**src/pkg/aab_consts.svh**
```systemverilog
// Constants for the asynchronous-acknowledge bus transfer sequencer.
// Assumes inclusion by bare name from any file that needs them.
`ifndef AAB_CONSTS_SVH
`define AAB_CONSTS_SVH

`define AAB_ADDR_W 28
`define AAB_DATA_W 32
`define AAB_BEAT_W 4
`define AAB_MAX_BEATS 16
`define AAB_SYNC_INIT_N 1'h1

// Transfer size encodings on the bus
`define AAB_SIZE_LONG 2'h0
`define AAB_SIZE_BYTE 2'h1
`define AAB_SIZE_WORD 2'h2
`define AAB_SIZE_LINE 2'h3

// Data lanes used per port width
`define AAB_LANE_8 32'hFF00_0000
`define AAB_LANE_16 32'hFFFF_0000
`define AAB_LANE_32 32'hFFFF_FFFF

// Address step per beat, in bytes
`define AAB_STEP_8 4'h1
`define AAB_STEP_16 4'h2
`define AAB_STEP_32 4'h4

`endif

```
**src/pkg/aab_pkg.sv**
```systemverilog
// Types shared by the bus transfer sequencer files.
// Assumes aab_consts.svh holds the numeric constants.
package aab_pkg;

    // Gray-coded along idle -> start -> data
    typedef enum logic [1:0] {
        AAB_IDLE = 2'h0,
        AAB_START = 2'h1,
        AAB_DATA = 2'h3
    } aab_state_t;

    typedef logic [1:0] aab_size_t;

endpackage

```
**src/rtl/aab_sync.sv**
```systemverilog
// Three-stage pin synchroniser with agreement filter.
// Assumes a pin input asynchronous to mclk; output changes only once
// stages two and three agree.
`timescale 1ns/1ns
`default_nettype none
module aab_sync #(
    parameter int WIDTH = 1,
    parameter logic [WIDTH-1:0] INIT = '0
) (
    input wire logic clk_in, // System clock
    input wire logic rst_n_in, // Synchronised reset, active low
    input wire logic [WIDTH-1:0] pin_in, // Raw pin level
    output logic [WIDTH-1:0] level_out // Filtered level
);
    logic [WIDTH-1:0] s1_reg;
    logic [WIDTH-1:0] s2_reg;
    logic [WIDTH-1:0] s3_reg;
    wire agree = (s2_reg == s3_reg);

    always_ff @(posedge clk_in or negedge rst_n_in) begin
        if (!rst_n_in) begin
            s1_reg <= INIT;
            s2_reg <= INIT;
            s3_reg <= INIT;
            level_out <= INIT;
        end else begin
            s1_reg <= pin_in;
            s2_reg <= s1_reg;
            s3_reg <= s2_reg;
            if (agree) begin
                level_out <= s3_reg;
            end
        end
    end
endmodule
`default_nettype wire

```
**src/rtl/aab_beat_mem.sv**
```systemverilog
// Per-beat write image store, one bus image per beat, registered read.
// Assumes the user loads images before issuing the write request.
`timescale 1ns/1ns
`default_nettype none
module aab_beat_mem #(
    parameter int WIDTH = 32,
    parameter int DEPTH = 16,
    parameter int AW = 4
) (
    input wire logic clk_in, // System clock
    input wire logic rst_n_in, // Synchronised reset, active low
    input wire logic wr_en_in, // Write strobe
    input wire logic [AW-1:0] wr_idx_in, // Write index
    input wire logic [WIDTH-1:0] wr_data_in, // Write image
    input wire logic [AW-1:0] rd_idx_in, // Read index
    output logic [WIDTH-1:0] rd_data_out // Registered read image
);
    logic [WIDTH-1:0] mem [DEPTH];

    always_ff @(posedge clk_in) begin
        if (wr_en_in) begin
            mem[wr_idx_in] <= wr_data_in;
        end
    end

    always_ff @(posedge clk_in or negedge rst_n_in) begin
        if (!rst_n_in) begin
            rd_data_out <= '0;
        end else begin
            rd_data_out <= mem[rd_idx_in];
        end
    end
endmodule
`default_nettype wire

```
**src/rtl/aab_master.sv**
```systemverilog
// Bus-master cycle sequencer for single and burst transfers that end
// with a synchronous or asynchronous transfer acknowledge.
// Assumes one 20 MHz clock; all bus pins except outputs are asynchronous.
//
// Summary of operation
// Read start: address, attributes, direction high, one-clock start strobe.
// Write start: direction low, address, type, size, start strobe.
// Size code 0 longword, 1 byte, 3 line.
// Two-bit transfer type presented in the first clock.
// Mode shows code/data first, then supervisor/user; start strobe negated.
// Write data on all 32 lanes from clock two until acknowledged.
// Byte read from 8-bit port captures top lane on internal acknowledge.
// Negated internal acknowledge inserts wait states; completion needs it.
// Acknowledge is synchronised internally before terminating a beat.
// Slave holds acknowledge negated until ready, meeting setup.
// Slave may capture write data at acknowledge or one clock later.
// Slave acknowledging in clock two captures data by clock three end.
// Burst-enable and operand wider than port gives a burst.
// Bursts end on synchronous or asynchronous acknowledge, same attributes.
// A burst has two to sixteen data beats.
// Longword from 16-bit port: upper half lanes, step low address bits.
// Line write to 32-bit port: step address bits 3:2, next longword.
// A waiting burst-write beat keeps resampling internal acknowledge.
// Data bus released the clock after the last write beat ends.
// External asynchronous acknowledge passes a synchroniser before use.
// Error acknowledge during synchronisation ends the transfer with error.
// Asynchronous acknowledge honoured on all transfers except DRAM.
// Address and attributes stay stable through all wait states.
`timescale 1ns/1ns
`default_nettype none
`include "aab_consts.svh"
module aab_master
    import aab_pkg::*;
#(
    parameter int ADDR_W = `AAB_ADDR_W,
    parameter int DATA_W = `AAB_DATA_W,
    parameter int BEAT_W = `AAB_BEAT_W
) (
    input wire logic mclk_in, // System clock, 20 MHz
    input wire logic rst_n_in, // Asynchronous reset, active low
    input wire logic req_in, // Start a transfer (pulse, idle only)
    input wire logic req_write_in, // 1 write, 0 read
    input wire logic [ADDR_W-1:0] req_addr_in, // Start address
    input wire logic [1:0] req_type_in, // Transfer type to present
    input wire logic req_code_in, // 1 code, 0 data
    input wire logic req_super_in, // 1 supervisor, 0 user
    input wire logic [1:0] req_opsize_in, // Operand size, bus encoding
    input wire logic [1:0] port_size_in, // Port width, size encoding
    input wire logic burst_en_in, // Burst-enable bit of select control
    input wire logic req_dram_in, // Target is DRAM
    input wire logic wr_en_in, // Load one write beat image
    input wire logic [BEAT_W-1:0] wr_idx_in, // Beat index of image
    input wire logic [DATA_W-1:0] wr_data_in, // Bus image of that beat
    input wire logic [DATA_W-1:0] data_in, // Data bus pins, input side
    input wire logic async_xfer_ack_n_in, // Asynchronous acknowledge pin
    input wire logic sync_xfer_ack_n_in, // Synchronous acknowledge pin
    input wire logic xfer_error_ack_n_in, // Error acknowledge pin
    output logic [ADDR_W-1:0] addr_out, // Address bus
    output logic [1:0] transfer_type_out, // Transfer type
    output aab_size_t transfer_size_out, // Transfer size
    output logic read_not_write_out, // Direction, high for read
    output logic access_mode_attr_out, // Code/data then super/user
    output logic transfer_start_n_out, // Transfer start strobe
    output logic [DATA_W-1:0] data_out, // Data bus pins, output side
    output logic data_oe_out, // Data bus driven while high
    output logic busy_out, // Transfer in progress
    output logic done_out, // Transfer finished (pulse)
    output logic error_out, // Finished with error (pulse)
    output logic [DATA_W-1:0] beat_data_out, // Captured read lanes
    output logic beat_valid_out // Read beat captured (pulse)
);

    // Reset release through two flops
    logic rst_meta_reg;
    logic rst_sync_n_reg;
    always_ff @(posedge mclk_in or negedge rst_n_in) begin
        if (!rst_n_in) begin
            rst_meta_reg <= 1'b0;
            rst_sync_n_reg <= 1'b0;
        end else begin
            rst_meta_reg <= 1'b1;
            rst_sync_n_reg <= rst_meta_reg;
        end
    end

    // Helpers
    function automatic logic [2:0] size_log2(input logic [1:0] s);
        case (s)
            `AAB_SIZE_BYTE: size_log2 = 3'd0;
            `AAB_SIZE_WORD: size_log2 = 3'd1;
            `AAB_SIZE_LONG: size_log2 = 3'd2;
            default: size_log2 = 3'd4;
        endcase
    endfunction

    function automatic logic [DATA_W-1:0] lane_mask(input logic [1:0] p);
        case (p)
            `AAB_SIZE_BYTE: lane_mask = `AAB_LANE_8;
            `AAB_SIZE_WORD: lane_mask = `AAB_LANE_16;
            default: lane_mask = `AAB_LANE_32;
        endcase
    endfunction

    function automatic logic [3:0] addr_step(input logic [1:0] p);
        case (p)
            `AAB_SIZE_BYTE: addr_step = `AAB_STEP_8;
            `AAB_SIZE_WORD: addr_step = `AAB_STEP_16;
            default: addr_step = `AAB_STEP_32;
        endcase
    endfunction

    // Pin synchronisers; the data bus goes through the same delay so
    // a captured word lines up with the acknowledge that qualifies it.
    logic async_ack_sync_n;
    logic sync_ack_sync_n;
    logic error_ack_sync_n;
    logic [DATA_W-1:0] data_sync;

    aab_sync #(.WIDTH(1), .INIT(`AAB_SYNC_INIT_N)) u_async_ack (
        .clk_in(mclk_in),
        .rst_n_in(rst_sync_n_reg),
        .pin_in(async_xfer_ack_n_in),
        .level_out(async_ack_sync_n)
    );
    aab_sync #(.WIDTH(1), .INIT(`AAB_SYNC_INIT_N)) u_sync_ack (
        .clk_in(mclk_in),
        .rst_n_in(rst_sync_n_reg),
        .pin_in(sync_xfer_ack_n_in),
        .level_out(sync_ack_sync_n)
    );
    aab_sync #(.WIDTH(1), .INIT(`AAB_SYNC_INIT_N)) u_error_ack (
        .clk_in(mclk_in),
        .rst_n_in(rst_sync_n_reg),
        .pin_in(xfer_error_ack_n_in),
        .level_out(error_ack_sync_n)
    );
    aab_sync #(.WIDTH(DATA_W), .INIT('0)) u_data (
        .clk_in(mclk_in),
        .rst_n_in(rst_sync_n_reg),
        .pin_in(data_in),
        .level_out(data_sync)
    );

    // State
    aab_state_t state_reg;
    logic [BEAT_W-1:0] beat_reg;
    logic [BEAT_W-1:0] last_beat_reg;
    logic burst_reg;
    logic write_reg;
    logic code_reg;
    logic super_reg;
    logic dram_reg;
    logic [1:0] port_reg;
    logic gap_reg;

    // Request decode
    wire [2:0] op_log2 = size_log2(req_opsize_in);
    wire [2:0] port_log2 = (&port_size_in) ? 3'h2 : size_log2(port_size_in);
    wire wider = (op_log2 > port_log2);
    wire [2:0] beat_shift = wider ? (op_log2 - port_log2) : 3'd0;
    wire [4:0] beat_count = 5'd1 << beat_shift;
    wire [BEAT_W-1:0] req_last_beat = BEAT_W'(beat_count - 5'd1);
    wire req_burst = wider && burst_en_in;
    // Inhibited multi-beat transfers show the port size instead
    wire [1:0] req_bus_size = (wider && !burst_en_in) ?
                              port_size_in : req_opsize_in;

    // Beat termination
    wire async_ack = !async_ack_sync_n && !dram_reg;
    wire beat_ack = !sync_ack_sync_n || async_ack;
    wire beat_err = !error_ack_sync_n;
    wire in_data = (state_reg == AAB_DATA);
    wire beat_end = in_data && beat_ack && !beat_err && !gap_reg;
    wire beat_fail = in_data && beat_err;
    wire last_beat = (beat_reg == last_beat_reg);
    wire more_beats = beat_end && !last_beat;
    wire [BEAT_W-1:0] beat_next = more_beats ? beat_reg + 1'b1 :
                                  (busy_out ? beat_reg : '0);
    wire [3:0] low_next = addr_out[3:0] + addr_step(port_reg);

    // Write images: read index looks one edge ahead so the registered
    // image always matches the beat in progress.
    aab_beat_mem #(
        .WIDTH(DATA_W),
        .DEPTH(`AAB_MAX_BEATS),
        .AW(BEAT_W)
    ) u_beat_mem (
        .clk_in(mclk_in),
        .rst_n_in(rst_sync_n_reg),
        .wr_en_in(wr_en_in),
        .wr_idx_in(wr_idx_in),
        .wr_data_in(wr_data_in),
        .rd_idx_in(beat_next),
        .rd_data_out(data_out)
    );

    // Sequencer
    always_ff @(posedge mclk_in or negedge rst_sync_n_reg) begin
        if (!rst_sync_n_reg) begin
            state_reg <= AAB_IDLE;
            beat_reg <= '0;
            gap_reg <= 1'b0;
        end else begin
            beat_reg <= beat_next;
            gap_reg <= more_beats;
            case (state_reg)
                AAB_IDLE: begin
                    if (req_in) begin
                        state_reg <= AAB_START;
                    end
                end
                AAB_START: begin
                    state_reg <= AAB_DATA;
                end
                AAB_DATA: begin
                    if (beat_fail || (beat_end && last_beat)) begin
                        state_reg <= AAB_IDLE;
                    end else if (more_beats && !burst_reg) begin
                        state_reg <= AAB_START;
                    end
                end
                default: begin
                    state_reg <= AAB_IDLE;
                end
            endcase
        end
    end

    // Request capture
    always_ff @(posedge mclk_in or negedge rst_sync_n_reg) begin
        if (!rst_sync_n_reg) begin
            last_beat_reg <= '0;
            burst_reg <= 1'b0;
            write_reg <= 1'b0;
            code_reg <= 1'b0;
            super_reg <= 1'b0;
            dram_reg <= 1'b0;
            port_reg <= `AAB_SIZE_LONG;
        end else if (state_reg == AAB_IDLE && req_in) begin
            last_beat_reg <= req_last_beat;
            burst_reg <= req_burst;
            write_reg <= req_write_in;
            code_reg <= req_code_in;
            super_reg <= req_super_in;
            dram_reg <= req_dram_in;
            port_reg <= port_size_in;
        end
    end

    // Address and attributes only move at a request or a beat end
    always_ff @(posedge mclk_in or negedge rst_sync_n_reg) begin
        if (!rst_sync_n_reg) begin
            addr_out <= '0;
            transfer_type_out <= 2'h0;
            transfer_size_out <= `AAB_SIZE_LONG;
            read_not_write_out <= 1'b1;
        end else if (state_reg == AAB_IDLE && req_in) begin
            addr_out <= req_addr_in;
            transfer_type_out <= req_type_in;
            transfer_size_out <= req_bus_size;
            read_not_write_out <= !req_write_in;
        end else if (more_beats) begin
            // Wraps inside the line
            addr_out <= {addr_out[ADDR_W-1:4], low_next};
        end
    end

    // Start strobe and access mode
    always_ff @(posedge mclk_in or negedge rst_sync_n_reg) begin
        if (!rst_sync_n_reg) begin
            transfer_start_n_out <= 1'b1;
            access_mode_attr_out <= 1'b0;
        end else if (state_reg == AAB_IDLE && req_in) begin
            transfer_start_n_out <= 1'b0;
            access_mode_attr_out <= req_code_in;
        end else if (state_reg == AAB_START) begin
            transfer_start_n_out <= 1'b1;
            access_mode_attr_out <= super_reg;
        end else if (more_beats && !burst_reg) begin
            transfer_start_n_out <= 1'b0;
            access_mode_attr_out <= code_reg;
        end
    end

    // Data drive: held through waits, dropped right after the last beat
    always_ff @(posedge mclk_in or negedge rst_sync_n_reg) begin
        if (!rst_sync_n_reg) begin
            data_oe_out <= 1'b0;
        end else if (state_reg == AAB_START) begin
            data_oe_out <= write_reg;
        end else if (beat_fail || (beat_end && last_beat)) begin
            data_oe_out <= 1'b0;
        end else if (more_beats && !burst_reg) begin
            data_oe_out <= 1'b0;
        end
    end

    // Read capture on the upper lanes of narrow ports
    always_ff @(posedge mclk_in or negedge rst_sync_n_reg) begin
        if (!rst_sync_n_reg) begin
            beat_data_out <= '0;
            beat_valid_out <= 1'b0;
        end else begin
            beat_valid_out <= beat_end && !write_reg;
            if (beat_end && !write_reg) begin
                beat_data_out <= data_sync & lane_mask(port_reg);
            end
        end
    end

    // Completion status; error wins over a same-cycle acknowledge
    always_ff @(posedge mclk_in or negedge rst_sync_n_reg) begin
        if (!rst_sync_n_reg) begin
            busy_out <= 1'b0;
            done_out <= 1'b0;
            error_out <= 1'b0;
        end else begin
            done_out <= beat_fail || (beat_end && last_beat);
            error_out <= beat_fail;
            if (state_reg == AAB_IDLE && req_in) begin
                busy_out <= 1'b1;
            end else if (beat_fail || (beat_end && last_beat)) begin
                busy_out <= 1'b0;
            end
        end
    end

endmodule
`default_nettype wire

```
**config.mk**
```make
export PLATFORM = sky130hd
export DESIGN_NAME = aab_master
export DESIGN_NICKNAME = d
export VERILOG_FILES = /design/src/pkg/aab_pkg.sv /design/src/rtl/aab_sync.sv /design/src/rtl/aab_beat_mem.sv /design/src/rtl/aab_master.sv
export VERILOG_INCLUDE_DIRS = /design/src /design/src/pkg
export SDC_FILE = /design/constraint.sdc
export NUM_CORES = 1
export LEC_CHECK = 0
export BUFFER_PORTS_ARGS = -buffer_cell sky130_fd_sc_hd__buf_2
export CORE_MARGIN = 8
export CORE_UTILIZATION = 45
export DETAILED_ROUTE_END_ITERATION = 10
export HOLD_SLACK_MARGIN = 0.12
export PLACE_DENSITY = 0.72
export SLEW_MARGIN = 10
export SYNTH_ARGS = -nofsm -noshare
export SYNTH_HDL_FRONTEND = slang
export SYNTH_HIERARCHICAL = 1
export SYNTH_SLANG_ARGS = --single-unit
```
**constraint.sdc**
```tcl
create_clock -name mclk_in -period 8.3 [get_ports mclk_in]
set_input_delay 0.83 -clock mclk_in [delete_from_list [all_inputs] [get_ports mclk_in]]
set_output_delay 0.83 -clock mclk_in [all_outputs]
set_load 0.005 [all_outputs]
```
==> results of run 1 <==
-- synth_stat cells, types with 2 or more instances --
library cell	number
a21oi_1	5
a22oi_1	65
a31oi_1	2
and2_1	3
buf_1	11
buf_2	10
buf_4	11
buf_6	3
clkbuf_1	30
dfrtp_1	250
dfstp_2	14
edfxtp_1	512
fa_1	2
ha_1	11
inv_1	11
maj3_2	3
mux2_2	4
mux2_4	30
mux4_2	128
nand2_1	220
nand2b_1	4
nand3_1	28
nand3b_1	12
nand4_1	9
nor2_1	22
nor2b_1	6
nor3_1	5
nor4_2	3
o211ai_1	2
o21ai_0	15
xnor2_1	34
xor2_1	6
-- power by group --
group | switching (mW) | leakage, nW | internal [mW]
logic | 0.667 | 3.35 | 0.618
registers | 0.128 | 7.89 | 4.38
clock network | 1.46 | 1.32 | 2.16
-- final cells by class --
| cell class | count | area (um2) |
|---|---|---|
| Tap cell | 846 | 1060 |
| Antenna cell | 6 | 15.0 |
| Clock inverter | 38 | 459 |
| Multi-Input combinational cell | 637 | 6190 |
| Timing Repair Buffer | 246 | 1330 |
| Sequential cell | 776 | 22000 |
| Inverter | 13 | 51.3 |
| Clock buffer | 108 | 2240 |
| Fill cell | 4830 | 29400 |
-- final timing paths --
| path | to | from | depth (start not counted) | slack (ns) |
|---|---|---|---|---|
| max | u_beat_mem/rd_data_out[14] | beat_reg[0] | 9 | 4.72 |
| min | u_data/s2_reg[14] | u_data/s1_reg[14] | 0 | 0.32 |
| max reg2reg | u_beat_mem/rd_data_out[14] | beat_reg[0] | 9 | 4.72 |
| min reg2reg | u_data/s2_reg[14] | u_data/s1_reg[14] | 0 | 0.32 |
| max in group asynchronous | u_data/s1_reg[18] | rst_sync_n_reg | 1 | 6.46 |
| min in group asynchronous | beat_data_out[18] | rst_sync_n_reg | 0 | 0.42 |
-- metal layers --
metal | share of wire [%] | track usage (%) | up-vias
met2 | 48 | 27.8 | 559
met1 | 41 | 24.3 | 7500
li1 | - | - | 6245
met3 | 8.4 | 4.13 | 106
met4 | 2.2 | 4.34 | 2
met5 | 0.026 | 0 | -
-- cells by family after synthesis --
kind of cell | Yosys count
compound gates | 95
xor+xnor | 40
fa+ha+maj | 16
buf+inv | 78
flops | 776
mux | 163
other cells | 1
simple gates | 321
-- worst reg2reg max path: stages, from the launching register on --
cell and delay, ns:
dfrtp_1 0.45, xor2_1 0.18, nor4_2 0.29, nand2b_4 0.29, nand3_1 0.16, o21ai_4 0.20, buf_12 0.74, mux4_2 0.79
a22oi_1 0.28, nand2_1 0.10
-- what timing repair did --
| item | CTS | global route |
|---|---|---|
| hold endpoints to repair | 2 | 0 |
| hold buffers | 1 | 0 |
| endpoints found under the setup margin | 0 | 0 |
-- per-stage QoR --
| step | util, % | hold slack (ns) | setup WS [ns] | cells |
|---|---|---|---|---|
| 3_5_place_dp | 48.8 | 0.335 | 4.60 | 2517 |
| 3_3_place_gp | 48.8 | 0.334 | 4.80 | 2517 |
| 4_1_cts | 53.1 | 0.281 | 4.60 | 2664 |
| 2_1_floorplan | - | 0.331 | 0.422 | 1491 |
| 5_1_grt | 53.1 | 0.273 | 4.42 | 2665 |
| 6_report | 53.2 | 0.323 | 4.72 | 2670 |
==> summary.md, run 1 <==
| Metric | Value |
|---|---|
| Status | complete, no violations |
| Clock skew | 0.0384 ns |
| Placed cell areas | 30600 um2 |
| Synth Area in Adders | 0.744% |
| Register bit total from synthesis | 776 |
| Compound-Gate Fraction of Synth Area | 2.37% |
| Post-synth top area share | 54.1% |
| Die ar. | 71400 um2 |
| Max FFs per register | 512 |
| Synthesized cell area | 28400 um2 |
| CP Class | register to register |
| # H-tree levels | 3 |
| 1st-iter DRT viols | 1340 |
| PD cells | 282 nW/um2 |
| CP arrival | 4.08 ns |
| Commonest non-fill, non-tap cell in the layout | edfxtp_1 |
| Leak pwr | 12.6 nW |
| Total gr overflow | 0 |
| CP top delay family | simple AND/OR/NAND/NOR gates |
| Vias per cell | 5.40 |
| Row cnt | 92 |
| Number of buffers created by CTS | 79 |
| First-pass detailed-route iteration total | 5 |
| Tcrit/Tclk final | 43.1% |
| Sum of negative setup slack | 0 ns |
| Final Setup Violations | 0 |
| Synth Area in Simple Gates | 4.97% |
| Fin. max-slew vios | 0 |
| Initial core utilization | 45.3% |
| Vias in the first global route | 15.1k |
| Clock Path Buffers | 3 |
| Worst slew margin | 27.8% |
| Setup Buffers After CTS | 0 |
| Detail Placement HPWL | 34300 um |
| Residual DRC | 0 |
| Clk pin slew, worst setup/hold paths | 0.07 ns |
| Mapped Cells | 1490 |
| Chip width | 267 um |
| Slowest cell delay on critical path | 0.74 ns |
| Root Buffer Master | clkbuf_16 |
| CP Capture Type | register |
| Total wire length | 62700 um |
| RSZ-0062 raised after global routing | false |
| Sequential fraction of the synthesis area | 77.4% |
| Antenna violations before repair | 7 |
| Critical path required time | 8.79 ns |
| Combinational family with the most area after synthesis | multiplexers |
| Post-Synth XOR/XNOR Area | 1.23% |
| GRT Total Usage | 17.5% |
| IO Pins | 218 |
| EDFF count, synth | 512 |
| Layout cells sized above 1 | 31.8% |
| Tot Pwr | 9.41 mW |
| Post-route antenna net violation count | 0 |
| Final Wtd Congestion | 0.878 |
| DR vias | 14.4k |
| Syn Area/Cell | 19.1 um2 |
| Syn. warnings | 6 |
| Area Overhead vs Synth | 17.4% |
| Final net count | 1880 |
| Peak Freq | 279 MHz |
| Pin slew with the least headroom to its limit | 1.08 ns |
| Most frequent cells in the layout | edfxtp_1 (512), dfrtp_1 (249), nand2_1 (219), buf_2 (217), mux4_2 (128) |
| Min cycle time layout | 3.58 ns |
| Max_cap viols | 0 |
| Multiplexer share of the synthesized area | 11.9% |
| Hold WC Path Type | register to register |
| Startpoint types | register |
| WL per Instance | 23.5 um |
| Synth async-reset ratio | 34.0% |
| Slowest cell on the critical path | buf_12 |
| First-pass GRT wire length | 93700 um |
| Crit path cell chain | xor2_1 > nor4_2 > nand2b_4 > nand3_1 > o21ai_4 > buf_12 > mux4_2 > a22oi_1 > nand2_1 |
| WP buf/inv | 1 |
| Yosys cell types | 51 |
| Largest net degree at the start of global routing | 140 |
| Later-pin clock latency in the skew report | 0.62 ns |
| Biggest register | u_beat_mem/mem |
| Main synth FF type | edfxtp_1 |
| Cts repair resizes | 0 |
| Max VDD drop | 195 uV |
| Largest area contributor in the netlist | edfxtp_1 |
| TritonCTS clock tree | done |
| Die H | 267 um |
| Post-route cell area | 33400 um2 |
| Core footprint | 62700 um2 |
| Total clock sinks | 776 |
| Critical path peak fanout | 123 |
| PortBufs | 217 |
| Final Hold Vio Count | 0 |
| Synth area leaders | edfxtp_1 (54%), dfrtp_1 (22%), mux4_2 (10%) |
(Power assumes the default switching activity.)
==> inputs of run 2 (changes only) <==
- clock period: 8.3 -> 3.1 ns (I/O delays scaled with it)
==> run 2 against run 1 <==
Cell count grew 4.8%; core utilization grew 2.2 points; clock skew grew 0.0030 ns; global-route usage grew 0.40 points; sequential power grew to 2.7 times the previous value; clock-buffer cell count shrank 8; worst hold slack lost 0.10 ns; largest power group unchanged.
==> summary.md, run 2 (synthesis gave the netlist of run 1 again) <==
| Metric | Value |
|---|---|
| TritonCTS clock tree | done |
| First-pass GRT wire length | 96900 um (+3.4%) |
| Max FFs per register | 512 (unchanged) |
| Total clock sinks | 776 (unchanged) |
| Slowest cell delay on critical path | 0.59 ns (-0.15 ns) |
| 1st-iter DRT viols | 1154 (-14%) |
| Pre-CTS WS | 0.0353 ns (-4.56 ns) |
| Antenna violations before repair | 3 (-4) |
| CP Capture Type | register |
| Fin. max-slew vios | 0 (unchanged) |
| IO Pins | 218 (unchanged) |
| First-pass detailed-route iteration total | 5 (unchanged) |
| Clk pin slew, worst setup/hold paths | 0.06 ns (about the same) |
| Core footprint | 62700 um2 (unchanged) |
| Sum of negative setup slack | 0 ns (unchanged) |
| Row cnt | 92 (unchanged) |
| Worst R2R Start | beat_reg[2] |
| Tcrit/Tclk final | 93.6% (+50 points) |
| Final Hold Vio Count | 0 (unchanged) |
| WP buf/inv | 2 (+1) |
| Most frequent cells in the layout | edfxtp_1 (512), dfrtp_1 (249), nand2_1 (219), buf_2 (217), mux4_2 (128) |
| Total wire length | 63700 um (+1.6%) |
| Commonest non-fill, non-tap cell in the layout | edfxtp_1 |
| Hold path cells | 2 (+2) |
| WL per Instance | 22.7 um (-3.1%) |
| Vias per cell | 5.35 (-0.90%) |
| Fillers | 4674 (-3.2%) |
| Residual DRC | 0 (unchanged) |
| Critical path required time | 3.61 ns (-5.18 ns) |
| Later-pin clock latency in the skew report | 0.63 ns (about the same) |
| Pin slew with the least headroom to its limit | 0.944 ns (-0.135 ns) |
| Register-to-Register Path Depth | 10 (+1) |
| RSZ-0062 raised after global routing | false |
| Final net count | 2009 (+6.9%) |
| Cts repair resizes | 0 (unchanged) |
| Detail Placement HPWL | 36700 um (+6.9%) |
| Crit path cell chain | xor2_1 > nor4_2 > nand2b_4 > nand3_1 > o21ai_4 > buf_12 > buf_4 > mux4_2 > a22oi_1 > nand2_1 |
| Largest net degree at the start of global routing | 74 (-47%) |
| Status | complete, no violations |
| PD cells | 726 nW/um2 (+160%) |
| Final Worst Setup Slack | 0.199 ns (-4.52 ns) |
| End point of the critical path | u_beat_mem/rd_data_out[15] |
| GRT Total Usage | 17.9% (+0.40 points) |
| Post-route antenna net violation count | 0 (unchanged) |
| Crit path launch | beat_reg[2] |
| Vias in the first global route | 16.0k (+5.9%) |
| Final Setup Violations | 0 (unchanged) |
| Clock skew | 0.0414 ns (+0.00297 ns) |
| CP Class | register to register |
| Min cycle time layout | 2.90 ns (-0.679 ns) |
| Die ar. | 71400 um2 (unchanged) |
| Biggest register | u_beat_mem/mem |
| Layout cells sized above 1 | 31.0% (-0.89 points) |
| Die H | 267 um (unchanged) |
| CP top delay family | simple AND/OR/NAND/NOR gates |
| Startpoint types | register |
| Initial core utilization | 45.3% (unchanged) |
| Leak pwr | 13.1 nW (+4.6%) |
| R2R setup slack | 0.20 ns (-4.52 ns) |
| CP arrival | 3.41 ns (-0.67 ns) |
| Hold WC Path Type | input pin to register |
| Number of buffers created by CTS | 78 (-1.3%) |
| Worst slew margin | 36.9% (+9.1 points) |
| Max_cap viols | 0 (unchanged) |
| Worst path depth | 10 (+1) |
| # H-tree levels | 3 (unchanged) |
| Peak Freq | 345 MHz (+23%) |
| Reg2reg end | u_beat_mem/rd_data_out[15] |
| PortBufs | 217 (unchanged) |
| Chip width | 267 um (unchanged) |
| Max VDD drop | 496 uV (+150%) |
| Critical path peak fanout | 12 (-90%) |
| Area Overhead vs Synth | 22.3% |
| Root Buffer Master | clkbuf_16 |
| DR vias | 15.0k (+3.9%) |
| Total gr overflow | 0 (unchanged) |
| Final Wtd Congestion | 0.832 (-5.2%) |
| Clock Path Buffers | 3 (unchanged) |
| Slowest cell on the critical path | mux4_2 |
==> run 2: worst min-delay path by stage <==
stage	to	start	slack, ns
6_report	u_beat_mem/mem[12][14]	wr_idx_in[1]	0.22
5_1_grt	u_beat_mem/mem[12][14]	wr_idx_in[1]	0.19
4_1_cts	u_beat_mem/mem[12][14]	wr_idx_in[1]	0.18
3_5_place_dp	rst_sync_n_reg	rst_n_in	0.10
3_3_place_gp	rst_meta_reg	rst_n_in	0.09
2_1_floorplan	rst_meta_reg	rst_n_in	0.01
==> run 2: through the flow <==
stage / util, % / total power [mW] / hold WS [ns] / area, um2 / std cells
6_report: 55.4 / 25.2 / 0.221 / 34700 / 2799
5_1_grt: 55.4 / 26.3 / 0.194 / 34700 / 2796
4_1_cts: 55.3 / 25.4 / 0.181 / 34700 / 2789
3_5_place_dp: 49.4 / 16.0 / 0.101 / 31000 / 2534
3_3_place_gp: 49.4 / 15.9 / 0.0949 / 31000 / 2534
2_1_floorplan: - / 14.7 / 0.0144 / 28400 / 1491
==> run 2: per-layer routing <==
| metal | share of wire (%) | GRT usage [%] | vias to the layer above |
|---|---|---|---|
| met4 | 1.8 | 4.71 | 2 |
| met5 | 0.020 | 0 | - |
| met2 | 49 | 29.9 | 633 |
| met1 | 41 | 23.7 | 7729 |
| met3 | 8.0 | 3.85 | 94 |
| li1 | - | - | 6515 |
==> run 2: power breakdown <==
| group | internal [mW] | total (mW) | switching (mW) |
|---|---|---|---|
| clock network | 5.31 | 9.32 | 4.00 |
| registers | 11.7 | 12.1 | 0.371 |
| logic | 1.90 | 3.80 | 1.90 |
| total | 18.9 | 25.2 | 6.27 |
==> run 2: cell type report <==
cell class / count / area, um2 / share of cell area, %
multi-input cells: 637 / 6210 / 17.9
diodes: 5 / 12.5 / 0.0360
repair buffers: 376 / 2810 / 8.08
clock inverters: 46 / 489 / 1.41
inverters: 13 / 51.3 / 0.148
clock buffers: 100 / 2100 / 6.06
flip-flops and latches: 776 / 22000 / 63.3
well taps: 846 / 1060 / 3.05
==> run 2: worst register-to-register path, stage by stage, from the launching register on <==
cell,delay [ns]
dfrtp_1,0.43
xor2_1,0.17
nor4_2,0.33
nand2b_4,0.25
nand3_1,0.14
o21ai_4,0.16
buf_12,0.22
buf_4,0.24
mux4_2,0.59
a22oi_1,0.21
nand2_1,0.08
==> run 2: timing repair <==
item                                    4_1_cts  5_1_grt
hold buffers                                109        0
hold endpoints to repair                    591        0
buffers inserted                              0        4
endpoints found under the setup margin        0        8
==> inputs of run 3 (changes only) <==
- ABC_AREA: unset -> 1
- CORE_ASPECT_RATIO: unset -> 1.75
- PLACE_DENSITY: 0.72 -> 0.69
- clock period: 3.1 -> 3.15 ns (I/O delays scaled with it)
==> run 3 against run 2 <==
Fmax rose by 3.9%; clock-buffer cell count is the same; core utilization is 2.1 points lower; register-to-register slack gained 0.16 ns.
==> summary.md, run 3 <==
| Metric | Value |
|---|---|
| First-pass GRT wire length | 118000 um (+22%) |
| Register bit total from synthesis | 776 (unchanged) |
| Sequential fraction of the synthesis area | 69.8% (-7.7 points) |
| Startpoint types | register |
| CP top delay family | simple AND/OR/NAND/NOR gates |
| R2R setup slack | 0.36 ns (+0.16 ns) |
| Seq. cell area | 22000 um2 (unchanged) |
| Post-synth top area share | 48.8% (-5.4 points) |
| Largest net degree at the start of global routing | 101 (+36%) |
| Pin slew with the least headroom to its limit | 0.770 ns (-0.174 ns) |
| Mapped Cells | 2942 (+97%) |
| DR vias | 20.9k (+40%) |
| CP arrival | 3.29 ns (-0.12 ns) |
| Die H | 366 um (+37%) |
| Total clock sinks | 776 (unchanged) |
| Sum of negative setup slack | 0 ns (unchanged) |
| Synth Area in Adders | 0.564% (-0.18 points) |
| Max VDD drop | 386 uV (-22%) |
| Register-to-Register Path Depth | 14 (+4) |
| Hold path cells | 2 (unchanged) |
| RSZ-0062 raised after global routing | false |
| Final Setup Violations | 0 (unchanged) |
| Multiplexer share of the synthesized area | 0% (-12 points) |
| Crit path launch | u_error_ack/level_out |
| Max_cap viols | 0 (unchanged) |
| Worst path depth | 14 (+4) |
| Post-route antenna net violation count | 0 (unchanged) |
| Final net count | 3394 (+69%) |
| Total wire length | 75000 um (+18%) |
| First-pass detailed-route iteration total | 6 (+1) |
| Hold WC Path Type | input pin to register |
| EDFF count, synth | 512 (unchanged) |
| Fin. max-slew vios | 0 (unchanged) |
| Synth async-reset ratio | 34.0% (unchanged) |
| Compound-Gate Fraction of Synth Area | 0.901% (-1.5 points) |
| Vias per cell | 4.94 (-7.6%) |
| Initial core utilization | 45.4% (+0.078 points) |
| Min cycle time layout | 2.79 ns (-0.109 ns) |
| Vias in the first global route | 21.3k (+33%) |
| Clk pin slew, worst setup/hold paths | 0.06 ns (about the same) |
| Syn Area/Cell | 10.7 um2 (-44%) |
| Commonest cells in the netlist | nand2_1 (999), edfxtp_1 (512), inv_1 (440) |
| Residual DRC | 0 (unchanged) |
| Number of buffers created by CTS | 70 (-10%) |
| Biggest register | u_beat_mem/mem |
| Slowest cell on the critical path | dfstp_2 |
| Clock skew | 0.0418 ns (+0.000429 ns) |
| IO Pins | 218 (unchanged) |
| Later-pin clock latency in the skew report | 0.63 ns (about the same) |
| Row cnt | 128 (+39%) |
| Root Buffer Master | clkbuf_16 |
| Final Hold Vio Count | 0 (unchanged) |
| Metal3 WL | 4800 um (-5.6%) |
| Combinational family with the most area after synthesis | simple AND/OR/NAND/NOR gates |
| Slowest cell delay on critical path | 0.55 ns (-0.04 ns) |
| Tot Pwr | 24.8 mW (-1.7%) |
| Total gr overflow | 0 (unchanged) |
| Commonest non-fill, non-tap cell in the layout | nand2_1 |
| Leak pwr | 16.7 nW (+27%) |
| Critical path required time | 3.65 ns (+0.04 ns) |
| 1st-iter DRT viols | 1671 (+45%) |
| # H-tree levels | 3 (unchanged) |
| Crit path cell chain | inv_1 > nor2_1 > nand2_1 > nor2_4 > nand2_2 > nand3_1 > o21ai_4 > inv_6 > buf_4 > nand2_1 > nand3_1 > nand3_1 > nand3_1 > nand2_1 |
| PortBufs | 217 (unchanged) |
| Area of the multi-input gates | 7110 um2 (+14%) |
| Reg2reg end | u_beat_mem/rd_data_out[9] |
| Yosys cell types | 36 (-29%) |
| Met1 WL | 29200 um (+11%) |
| Die ar. | 79100 um2 (+11%) |
| Worst R2R Start | u_error_ack/level_out |
| Fillers | 5854 (+25%) |
| Synth area leaders | edfxtp_1 (49%), dfrtp_1 (20%), nand2_1 (12%) |
| Status | complete, no violations |
| WP buf/inv | 3 (+1) |
| Max FFs per register | 512 (unchanged) |
| Synth Area in Simple Gates | 19.7% (+15 points) |
| Critical path peak fanout | 60 (+48) |
| Detail Placement HPWL | 43000 um (+17%) |
| Largest area contributor in the netlist | edfxtp_1 |
| Core footprint | 69500 um2 (+11%) |
| Clock Path Buffers | 3 (unchanged) |
| Chip width | 216 um (-19%) |
| End point of the critical path | u_beat_mem/rd_data_out[9] |
| Top sig layer | met4 |
| Tcrit/Tclk final | 88.6% (-5.0 points) |
| Cts repair resizes | 0 (unchanged) |
| Final Wtd Congestion | 0.770 (-7.5%) |
| Worst slew margin | 48.7% (+12 points) |
| Count leader, synth | nand2_1 |
| Synthesized cell area | 31500 um2 (+11%) |
| GRT Total Usage | 19.0% (+1.2 points) |
| Area Overhead vs Synth | 17.5% |
| PD cells | 669 nW/um2 (-7.9%) |
| Post-Synth XOR/XNOR Area | 0.833% (-0.40 points) |
| Metal2 WL | 38300 um (+23%) |
| WL per Instance | 17.7 um (-22%) |
| CP Capture Type | register |
| Layout cells sized above 1 | 13.0% (-18 points) |
| CP Class | register to register |
| Syn. warnings | 6 (unchanged) |
| Main synth FF type | edfxtp_1 |
| Most frequent cells in the layout | nand2_1 (997), edfxtp_1 (512), nand3_1 (439), inv_1 (438), dfrtp_1 (249) |
| CP dominant cell by count | nand3_1 |
| Antenna violations before repair | 2 (-1) |
| TritonCTS clock tree | done |
| Peak Freq | 358 MHz (+3.9%) |
## run 3: what timing repair did
action | 4_1_cts | 5_1_grt
setup buffers | 0 | 0
hold buffers | 110 | 0
hold endpoints to repair | 591 | 0
## run 3: worst reg2reg max path, stage by stage (launching register included)
cell	delay, ns
dfstp_2	0.55
inv_1	0.04
nor2_1	0.07
nand2_1	0.09
nor2_4	0.13
nand2_2	0.22
nand3_1	0.19
o21ai_4	0.13
inv_6	0.44
buf_4	0.38
nand2_1	0.10
nand3_1	0.10
nand3_1	0.08
nand3_1	0.09
nand2_1	0.06
## run 3: metrics by stage
stage / cell area (um2) / setup WS [ns] / hold slack (ns) / utilization [%] / cells
floorplan: 31500 / 0.512 / 0.0194 / - / 2943
global placement: 33700 / 0.397 / 0.101 / 48.4 / 3995
detailed placement: 33700 / 0.359 / 0.103 / 48.4 / 3995
CTS: 37000 / 0.341 / 0.283 / 53.3 / 4231
global route: 37000 / 0.101 / 0.326 / 53.3 / 4232
finish: 37000 / 0.358 / 0.334 / 53.3 / 4233
## run 3: how the worst min path moves through the flow
stage                     start  slack, ns                 to
floorplan              rst_n_in       0.02       rst_meta_reg
global placement       rst_n_in       0.10       rst_meta_reg
detailed placement     rst_n_in       0.10       rst_meta_reg
CTS                 data_in[29]       0.28  u_data/s1_reg[29]
global route        data_in[29]       0.33  u_data/s1_reg[29]
finish              data_in[24]       0.33  u_data/s1_reg[24]
## run 3: final cells by class
| cell class | count | share of cell area (%) |
|---|---|---|
| timing repair buffer | 384 | 7.63 |
| clock inverter | 26 | 0.726 |
| inverter | 445 | 4.53 |
| clock buffer | 100 | 5.45 |
| sequential | 776 | 59.4 |
| tap | 910 | 3.07 |
| multi-input combinational | 1590 | 19.2 |
| antenna | 2 | 0.0135 |
## run 3: logic make-up (layout without fill, tap and decap cells)
logic type,Yosys count,in the layout
compound gates,53,53
xor+xnor,30,30
fa+ha+maj,13,13
buf+inv,577,955
flops,776,776
other cells,1,4
simple gates,1492,1492
## run 3: power by group
part | internal [mW] | leakage [nW] | switching, mW
combinational | 1.55 | 7.69 | 2.81
sequential | 11.6 | 7.89 | 0.375
clock | 4.76 | 1.11 | 3.72
## run 3: routing by layer
| layer | vias up | GRT usage (%) |
|---|---|---|
| met1 | 10000 | 22.3 |
| met3 | 161 | 3.02 |
| met4 | 0 | 8.36 |
| met2 | 682 | 34.0 |
| li1 | 10000 | - |
| met5 | - | 0 |
